**src/hdl/pudc_pkg.sv**
```systemverilog
// Package: constants and carrier types for the up/down counter
package pudc_pkg;
    localparam int CNT_W = 4;
    localparam logic [CNT_W-1:0] CNT_TOP = 4'hf;
    localparam logic [CNT_W-1:0] CNT_ZERO = 4'h0;
    localparam logic [CNT_W-1:0] CNT_ONE = 4'h1;
    localparam logic [CNT_W-1:0] CNT_RST = 4'h0;
    localparam logic TC_IDLE = 1'b1;
    localparam logic CLK_RST = 1'b1;

    // Control pins sampled together each system clock
    typedef struct packed {
        logic clear;
        logic preset_n;
        logic up_clk;
        logic dn_clk;
    } pudc_ctrl_t;
endpackage : pudc_pkg

```
**src/hdl/pudc_counter.sv**
```systemverilog
// Presettable 4-bit up/down counter with carry and borrow outputs
// How it works
// - Count changes only on a system clock rising edge
// - Up edge with down held high increments
// - Down edge with up held high decrements
// - Clear forces zero, beats everything else
// - Preset low loads data inputs, clocks ignored
// - At fifteen carry follows the up clock
// - At zero borrow follows the down clock
// - Low clock after clear/preset counts next rise
// - Counting wraps modulo sixteen
`timescale 1ns/1ps
`default_nettype none
module pudc_counter
    import pudc_pkg::*;
(
    input wire logic ref_clk_i,                    // 25 MHz system clock
    input wire logic srst_i,                       // Synchronous reset, active high
    input wire logic up_count_clock_i,             // Up count clock
    input wire logic down_count_clock_i,           // Down count clock
    input wire logic async_clear_i,                // Clear, active high
    input wire logic async_preset_n_i,             // Preset load, active low
    input wire logic [CNT_W-1:0] preset_in_i,      // Preset data, bit 0 first
    output logic [CNT_W-1:0] count_out_o,          // Count value
    output logic carry_out_n_o,                    // Carry, active low
    output logic borrow_out_n_o                    // Borrow, active low
);

    // ****************************************
    // Helpers
    // ****************************************
    function automatic logic at_value(input logic [CNT_W-1:0] v, input logic [CNT_W-1:0] t);
        at_value = (v == t);
    endfunction : at_value

    // ****************************************
    // Edge detection
    // ****************************************
    pudc_ctrl_t ctrl;
    logic up_prev_r;
    logic dn_prev_r;
    logic up_rise;
    logic dn_rise;
    logic overriding;
    logic [CNT_W-1:0] count_r;
    logic [CNT_W-1:0] count_nxt;
    logic carry_n_r;
    logic borrow_n_r;

    assign ctrl = '{clear: async_clear_i, preset_n: async_preset_n_i,
                    up_clk: up_count_clock_i, dn_clk: down_count_clock_i};

    // Previous levels track the pins even during clear or preset, so a clock
    // that stays low through an override still counts on its next rise.
    always_ff @(posedge ref_clk_i) begin
        if (srst_i) begin
            up_prev_r <= CLK_RST;
            dn_prev_r <= CLK_RST;
        end else begin
            up_prev_r <= ctrl.up_clk;
            dn_prev_r <= ctrl.dn_clk;
        end
    end

    assign overriding = ctrl.clear || !ctrl.preset_n;
    // The idle clock must have been high both now and before; a simultaneous
    // rise of both clocks is unpredictable and is dropped. Rises under an
    // override are swallowed, only the clock level is kept for later.
    assign up_rise = !overriding && ctrl.up_clk && !up_prev_r
                     && ctrl.dn_clk && dn_prev_r;
    assign dn_rise = !overriding && ctrl.dn_clk && !dn_prev_r
                     && ctrl.up_clk && up_prev_r;

    // ****************************************
    // Count
    // ****************************************
    always_comb begin
        if (ctrl.clear) begin
            count_nxt = CNT_ZERO;
        end else if (!ctrl.preset_n) begin
            count_nxt = preset_in_i;
        end else if (up_rise) begin
            count_nxt = CNT_W'(count_r + CNT_ONE);
        end else if (dn_rise) begin
            count_nxt = CNT_W'(count_r - CNT_ONE);
        end else begin
            count_nxt = count_r;
        end
    end

    always_ff @(posedge ref_clk_i) begin
        if (srst_i) begin
            count_r <= CNT_RST;
        end else begin
            count_r <= count_nxt;
        end
    end

    // ****************************************
    // Terminal count outputs
    // ****************************************
    // Built from the next count so they line up with count_out_o; this is
    // what lets a higher stage use them as its clocks.
    always_ff @(posedge ref_clk_i) begin
        if (srst_i) begin
            carry_n_r <= TC_IDLE;
            borrow_n_r <= TC_IDLE;
        end else begin
            carry_n_r <= !(at_value(count_nxt, CNT_TOP) && !ctrl.up_clk);
            borrow_n_r <= !(at_value(count_nxt, CNT_ZERO) && !ctrl.dn_clk);
        end
    end

    assign count_out_o = count_r;
    assign carry_out_n_o = carry_n_r;
    assign borrow_out_n_o = borrow_n_r;
endmodule : pudc_counter
`default_nettype wire

```
**config.mk**
```make
export PLATFORM = sky130hd
export DESIGN_NAME = pudc_counter
export DESIGN_NICKNAME = d
export VERILOG_FILES = /design/src/hdl/pudc_pkg.sv /design/src/hdl/pudc_counter.sv
export SDC_FILE = /design/constraint.sdc
export NUM_CORES = 1
export LEC_CHECK = 0
export ABC_AREA = 1
export ABC_CLOCK_PERIOD_IN_PS = 3100
export CORE_MARGIN = 2
export CORE_UTILIZATION = 40
export CTS_BUF_LIST = sky130_fd_sc_hd__clkbuf_16
export DETAILED_ROUTE_END_ITERATION = 6
export DONT_BUFFER_PORTS = 1
export GPL_TIMING_DRIVEN = 0
export PLACE_DENSITY = 0.65
export SLEW_MARGIN = 20
export SYNTH_ARGS = -nofsm -noshare
export SYNTH_HDL_FRONTEND = slang
export SYNTH_SLANG_ARGS = --single-unit
```
**constraint.sdc**
```tcl
create_clock -name ref_clk_i -period 3.1 [get_ports ref_clk_i]
set_clock_uncertainty 0.1 [all_clocks]
set_input_delay 0.31 -clock ref_clk_i [delete_from_list [all_inputs] [get_ports ref_clk_i]]
set_output_delay 0.31 -clock ref_clk_i [all_outputs]
set_load 0.05 [all_outputs]
```
==> out/results.tsv, run 1 <==
stage	metric	value	unit
run_status	status	finished clean	
hold_path	min_path_type	in -> reg	
logic_synthesis	synthArstFlopShare	0	
timing	finalSetupViolations	0	
worst_setup_path	max_stage_delay	0.75	ns
floorplanning	std_cell_rows	13	
finish	diodes	0	
placement	gp_congestion	0.761	
power_and_ir_drop	seqPwrFrac	0.334	
worst_setup_path	crit_chain	inv_1 -> ha_1 -> nand3_1 -> nand2_1 -> inv_2 -> nand2_1 -> nand2_2 -> nand2_1 -> nor2_1 -> nand3_1	
power_and_ir_drop	power_density	553	nW/µm²
clocking	clock_latency	0.23	ns
finish	drive_above_1_share	0.218	
logic_synthesis	synth_most_common_cell	nand2_1	
power_and_ir_drop	switching_share	0.221	
finish	final.fill_count	132	
drt	vias_per_cell	4.85	
timing	period_minus_slack	2.03	ns
timing	hold_viol	0	
timing	fin_setup_tns	0	ns
worst_setup_path	cp_common_cell	nand2_1	
power_and_ir_drop	power_frac_clock	0.568	
clocking	post_cts_resized	0	
floorplanning	dieWidth	41.9	µm
worst_setup_path	end_kind	register	
timing	worst_pin_slew	0.684	ns
drt	drt_iter0_drc	13	
logic_synthesis	synthTopCellsByCount	17 x nand2_1, 16 x nor2_1, 11 x nand3_1, 8 x dfxtp_1, 8 x inv_1	
logic_synthesis	syn_nets	96	
placement	hpwlAfterDp	852	µm
logic_synthesis	synthFlopType	dfxtp_1	
finish	stdcell_area	668	µm²
global_route	grtUsageTotal	0.135	
power_and_ir_drop	comb_power_share	0.098	
logic_synthesis	synth_edf_count	0	
clocking	cts_setup_buffers	0	
placement	io_buffers	0	
job	drv_cap	0	
worst_setup_path	cp-start-kind	register	
clocking	clk_pin_slew	0.04	ns
logic_synthesis	yosysTopAreaCell	dfxtp_1	
clocking	htree_levels	1	
timing	post-route-period-util	0.654	
global_route	grt_pass1_vias	455	
floorplanning	dieArea	1750	µm²
clocking	cts_buffer_depth	2	
worst_setup_path	crit_family	flip-flops	
worst_setup_path	critPathArrivalTime	2.03	ns
timing	slew_headroom	0.543	
worst_setup_path	slowest_stage	dfxtp_1	
logic_synthesis	ys_seq_area_frac	0.279	
global_route	grt_first_pass_wirelength	1860	µm
floorplanning	core_area	1320	µm²
power_and_ir_drop	ir_worst_vdd	0.000371	V
drt	wl_per_cell	10.4	µm
logic_synthesis	ys_warn_count	0	
finish	area_growth	16.3	%
timing	maxSlewViolCount	0	
placement	place_area	593	µm²
global_route	grt.overflow.total	0	
global_route	antenna_found_initial	0	
clocking	clkSinkCount	8	
power_and_ir_drop	power.net_switching	81.7	µW
power_and_ir_drop	p_int	288	µW
timing	rsz0062_at_grt	no	
drt	dr.pass1.iters	4	
floorplanning	initial_core_util	0.436	
clocking	cts_buffers	3	
clocking	cts_tree	done	
logic_synthesis	synthTopCellsByArea	dfxtp_1 28%, nand2_1 11%, nor2_1 10%, nand3_1 9.6%, nand3_2 7.0%	
timing	fmax	493	MHz
drt	num_vias	495	
logic_synthesis	synth_seq_cells	8	
logic_synthesis	synthCells	84	
logic_synthesis	ys_types	20	
logic_synthesis	syn_area	574	µm²
power_and_ir_drop	cellLeakagePower	0.336	nW
worst_setup_path	path_buf_inv	2	
drt	drc	0	
drt	ant_nets	0	
floorplanning	die_y	41.9	µm
logic_synthesis	avgSynthCellArea	6.84	µm²
clocking	cts_root_buffer	clkbuf_16	
finish	fin_nets	101	
worst_setup_path	path_class	reg -> reg	
logic_synthesis	yosys.area.top_type_share	0.279	
floorplanning	io_pins	16	
worst_setup_path	crit_required	3.11	ns
worst_setup_path	crit_path_max_fanout	6	
global_route	grt_max_degree	11	
clocking	ctsHoldBuffers	0	
drt	wirelength	1060	µm
==> layout by cell type, fill, tap and decap left out <==
| cell type | n |
|---|---|
| nor2_1 | 16 |
| dfxtp_1 | 8 |
| inv_2 | 1 |
| nor2_4 | 1 |
| a21oi_1 | 1 |
| o21ai_0 | 2 |
| or2_2 | 1 |
| nand3_2 | 4 |
| clkbuf_16 | 3 |
| nor2_8 | 1 |
| clkinv_1 | 1 |
| nand3_1 | 11 |
| nand2_4 | 2 |
| nand2_2 | 4 |
| ha_1 | 2 |
| a21oi_2 | 1 |
| nand2_1 | 17 |
| inv_1 | 8 |
| buf_4 | 1 |
| o21bai_1 | 1 |
| xor2_1 | 1 |
==> final cells by class <==
cell class | count | area (µm²) | area share
multi-input cells | 65 | 369 | 0.552
well taps | 15 | 18.8 | 0.0281
clock buffers | 3 | 75.1 | 0.112
plain buffers | 1 | 7.51 | 0.0112
flip-flops and latches | 8 | 160 | 0.240
inverters | 10 | 37.5 | 0.0562
==> path summary, 6_finish.rpt <==
kind | startpoint | cells after the start | end | slack [ns]
setup / recovery | count_out_o[0]$_SDFF_PP0_ | 10 | borrow_out_n_o$_SDFF_PP1_ | 1.07
hold / removal | srst_i | 1 | count_out_o[1]$_SDFF_PP0_ | 0.05
setup reg to reg | count_out_o[0]$_SDFF_PP0_ | 10 | borrow_out_n_o$_SDFF_PP1_ | 1.07
hold reg to reg | up_prev_r$_SDFF_PP1_ | 7 | count_out_o[1]$_SDFF_PP0_ | 0.74
==> power by group through the flow <==
stage	Clock [mW]	Combinational [mW]	Sequential, mW
final	0.210	0.0363	0.123
after global routing	0.220	0.0418	0.124
after CTS	0.213	0.0366	0.124
after detailed placement	0	0.0363	0.125
after global placement	0	0.0358	0.125
after floorplan	0	0.0315	0.124
==> worst reg2reg max path, cell delays in order (launching register included) <==
cell and delay, ns:
dfxtp_1 0.75, inv_1 0.17, ha_1 0.35, nand3_1 0.09, nand2_1 0.06, inv_2 0.04, nand2_1 0.05, nand2_2 0.08
nand2_1 0.06, nor2_1 0.09, nand3_1 0.07
==> state kept, by name (all words and copies together), names as in the netlist <==
register / cells
dn_prev_r: 1
carry_out_n_o: 1
up_prev_r: 1
count_out_o: 4
borrow_out_n_o: 1
==> layer usage <==
metal	track usage	wire [µm]	up-vias
li1	-	-	272
met1	0.178	521	208
met2	0.206	464	15
met3	0.0739	75	0
met4	0	0	0
met5	0	0	-
==> through the flow <==
stage                      util  cells  hold WS, ns  power [mW]  setup WS (ns)
after global placement    0.450     99        0.285       0.161           1.09
final                     0.507    102       0.0528       0.369           1.07
after floorplan               -     84        0.282       0.155           1.24
after detailed placement  0.450     99        0.285       0.161           1.08
after CTS                 0.507    102       0.0489       0.373           1.07
after global routing      0.507    102       0.0485       0.386          0.920
==> cell families after synthesis <==
family          count (synthesis)  synth area share
compound gates                  5            0.0545
xor+xnor                        1            0.0153
fa+ha+maj                       2            0.0436
buf+inv                        11            0.0784
flops                           8             0.279
simple gates                   57             0.529
Note: power is estimated with default switching activity, not from simulation.
==> run 2: changes to the inputs <==
--- a/config.mk
+++ b/config.mk
@@ -6,14 +6,14 @@
 export NUM_CORES = 1
 export LEC_CHECK = 0
 export ABC_AREA = 1
-export ABC_CLOCK_PERIOD_IN_PS = 3100
+export ABC_CLOCK_PERIOD_IN_PS = 1800
 export CORE_MARGIN = 2
 export CORE_UTILIZATION = 40
 export CTS_BUF_LIST = sky130_fd_sc_hd__clkbuf_16
 export DETAILED_ROUTE_END_ITERATION = 6
 export DONT_BUFFER_PORTS = 1
 export GPL_TIMING_DRIVEN = 0
-export PLACE_DENSITY = 0.65
+export PLACE_DENSITY = 0.67
 export SLEW_MARGIN = 20
 export SYNTH_ARGS = -nofsm -noshare
 export SYNTH_HDL_FRONTEND = slang
==> constraint.sdc (replaced) <==
create_clock -name ref_clk_i -period 1.8 [get_ports ref_clk_i]
set_clock_uncertainty 0.1 [all_clocks]
set_input_delay 0.18 -clock ref_clk_i [delete_from_list [all_inputs] [get_ports ref_clk_i]]
set_output_delay 0.18 -clock ref_clk_i [all_outputs]
set_load 0.05 [all_outputs]
==> run 2 against run 1 <==
Net effect: largest cell class unchanged; register-to-register slack worse by 0.89 ns; via count shrank 0.81%; die area unchanged; largest power group unchanged; clock power up 77%; critical endpoint is now carry_out_n_o$_SDFF_PP1_; fmax up 25%; cell count is 2.9% higher; cell area increased by 5.8%; non-clock buffer count rose by 3; count of clock-buffer cells in the layout is the same; sequential cell count did not move; worst hold slack got worse by 0.015 ns.
==> out/results.tsv, run 2 (synthesis gave the netlist of run 1 again) <==
stage	metric	value	unit	change
placement	hpwlAfterDp	870	µm	was 852 µm
worst_setup_path	critPathArrivalTime	1.63	ns	was 2.03 ns
power_and_ir_drop	switching_share	0.233		was 0.221
drt	num_vias	491		was 495
finish	fin_nets	104		was 101
timing	maxSlewViolCount	0		unchanged
floorplanning	die_y	41.9	µm	unchanged
placement	io_buffers	0		unchanged
worst_setup_path	path_class	reg -> reg		unchanged
global_route	busiest_layer	met2		unchanged
worst_setup_path	crit_required	1.81	ns	was 3.11 ns
worst_setup_path	end_kind	register		unchanged
worst_setup_path	cp_common_cell	nand2_1		unchanged
timing	fmax	617	MHz	was 493 MHz
finish	drive_above_1_share	0.244		was 0.218
power_and_ir_drop	p_int	499	µW	was 288 µW
timing	finalWorstSetupSlack	0.179	ns	was 1.07 ns
floorplanning	core_area	1320	µm²	unchanged
finish	layout.cells.most_common_list	17 x nand2_1, 16 x nor2_1, 11 x nand3_1, 8 x inv_1, 5 x dfxtp_1		was 17 x nand2_1, 16 x nor2_1, 11 x nand3_1, 8 x inv_1, 8 x dfxtp_1
floorplanning	dieWidth	41.9	µm	unchanged
finish	fin_util	0.537		was 0.507
floorplanning	io_pins	16		unchanged
job	drv_cap	0		unchanged
timing	post-route-period-util	0.901		was 0.654
floorplanning	dieArea	1750	µm²	unchanged
placement	dp_worst_setup_slack	-0.0701	ns	was 1.08 ns
clocking	cts_tree	done		unchanged
floorplanning	std_cell_rows	13		unchanged
power_and_ir_drop	power_frac_clock	0.570		was 0.568
clocking	cts_buffers	3		unchanged
finish	multiInputGateArea	369	µm²	unchanged
global_route	grt.overflow.total	0		unchanged
placement	place_area	594	µm²	was 593 µm²
global_route	gr-usage-met3	0.0870		was 0.0739
clocking	cts_buffer_depth	2		unchanged
worst_setup_path	crit_path_max_fanout	4		was 6
floorplanning	initial_core_util	0.436		unchanged
drt	vias_per_cell	4.68		was 4.85
timing	finalSetupViolations	0		unchanged
clocking	clk_pin_slew	0.04	ns	about the same
clocking	clock_latency	0.23	ns	about the same
finish	area_growth	23.1	%	was 16.3%
drt	wirelength	1120	µm	was 1060 µm
run_status	status	finished clean		unchanged
timing	rsz0062_at_grt	no		unchanged
placement	gp_congestion	0.733		was 0.761
finish	mostFrequentLayoutCell	nand2_1		unchanged
global_route	grt_pass1_vias	424		was 455
clocking	htree_levels	1		unchanged
global_route	grt_max_degree	11		unchanged
power_and_ir_drop	power_density	921	nW/µm²	was 553 nW/µm²
timing	worst_pin_slew	0.587	ns	was 0.684 ns
clocking	clkSinkCount	8		unchanged
drt	dr.pass1.iters	4		unchanged
power_and_ir_drop	power.net_switching	152	µW	was 81.7 µW
clocking	cts_setup_buffers	0		unchanged
global_route	grtUsageTotal	0.146		was 0.135
finish	fin_cells	105		was 102
finish	largest_reg_flops	4		unchanged
finish	stdcell_area	707	µm²	was 668 µm²
worst_setup_path	max_stage_delay	0.68	ns	was 0.75 ns
finish	final.fill_count	126		was 132
timing	period_minus_slack	1.62	ns	was 2.03 ns
power_and_ir_drop	comb_power_share	0.106		was 0.098
power_and_ir_drop	seqPwrFrac	0.324		was 0.334
global_route	use_met1	0.181		was 0.178
global_route	grt_first_pass_wirelength	1860	µm	about the same
timing	slew_headroom	0.608		was 0.543
finish	diodes	0		unchanged
timing	hold_viol	0		unchanged
global_route	grt_util_met2	0.203		was 0.206
clocking	cts_root_buffer	clkbuf_16		unchanged
power_and_ir_drop	cellLeakagePower	0.350	nW	was 0.336 nW
drt	drc	0		unchanged
worst_setup_path	slowest_stage	dfxtp_1		unchanged
drt	drt_iter0_drc	3		was 13
placement	dp.cells	99		unchanged
drt	wl_per_cell	10.6	µm	was 10.4 µm
worst_setup_path	crit_chain	inv_1 -> nand2_1 -> nand2_1 -> nand2_1 -> nand2_1 -> nand2_1 -> nand2_1 -> a21oi_1 -> nand3_1		was inv_1 -> ha_1 -> nand3_1 -> nand2_1 -> inv_2 -> nand2_1 -> nand2_2 -> nand2_1 -> nor2_1 -> nand3_1
finish	seq_area	169	µm²	was 160 µm²
global_route	antenna_found_initial	0		unchanged
drt	ant_nets	0		unchanged
power_and_ir_drop	ir_worst_vdd	0.000645	V	was 0.000371 V
worst_setup_path	cp-start-kind	register		unchanged
hold_path	min_path_type	in -> reg		unchanged
-- run 2: power groups by stage --
| stage | Sequential, mW | Clock [mW] | Combinational (mW) |
|---|---|---|---|
| final | 0.211 | 0.371 | 0.0690 |
| after global routing | 0.212 | 0.389 | 0.0789 |
| after CTS | 0.213 | 0.373 | 0.0698 |
| after detailed placement | 0.216 | 0 | 0.0626 |
| after global placement | 0.215 | 0 | 0.0616 |
| after floorplan | 0.213 | 0 | 0.0542 |
-- run 2: worst max-delay path, delay by kind of cell (launching register included) --
| kind | cells | cell delay [ns] |
|---|---|---|
| AND/OR/NAND/NOR | 7 | 0.43 |
| buffers and inverters | 1 | 0.13 |
| AO/OA/AOI/OAI | 1 | 0.15 |
| flip-flops | 1 | 0.68 |
-- run 2: area by class of cell --
class                      count  share of cell area
multi-input combinational     65               0.522
sequential                     8               0.239
clock buffer                   3               0.106
inverter                      10              0.0531
timing repair buffer           3              0.0425
tap                           15              0.0265
buffer                         1              0.0106
-- run 2: worst paths after layout --
kind / startpoint / to / slack, ns / cells past startpoint
max: count_out_o[3]$_SDFF_PP0_ / carry_out_n_o$_SDFF_PP1_ / 0.18 / 9
min: async_clear_i / count_out_o[1]$_SDFF_PP0_ / 0.04 / 3
max reg2reg: count_out_o[3]$_SDFF_PP0_ / carry_out_n_o$_SDFF_PP1_ / 0.18 / 9
min reg2reg: count_out_o[0]$_SDFF_PP0_ / count_out_o[0]$_SDFF_PP0_ / 0.69 / 3
-- run 2: layer usage --
layer | share of wire | vias up | wire [µm]
met2 | 0.46 | 13 | 516
met1 | 0.46 | 200 | 513
met5 | 0 | - | 0
met3 | 0.072 | 2 | 80
li1 | - | 276 | -
met4 | 0.0072 | 0 | 8
-- run 2: repair_timing --
action / 4_1_cts / 5_1_grt
hold buffers: 3 / 0
setup endpoints to repair: 2 / 2
pin swaps: 0 / 0
cloned: 0 / 0
hold endpoints to repair: 6 / 0
resized for setup: 1 / 3
-- run 2: metrics by stage --
step	setup TNS [ns]	hold slack [ns]	power, mW
final	0	0.0382	0.651
after global routing	0	0.0470	0.680
after CTS	0	0.0372	0.656
after detailed placement	-0.136	0.148	0.278
after global placement	-0.126	0.146	0.277
after floorplan	0	0.145	0.268
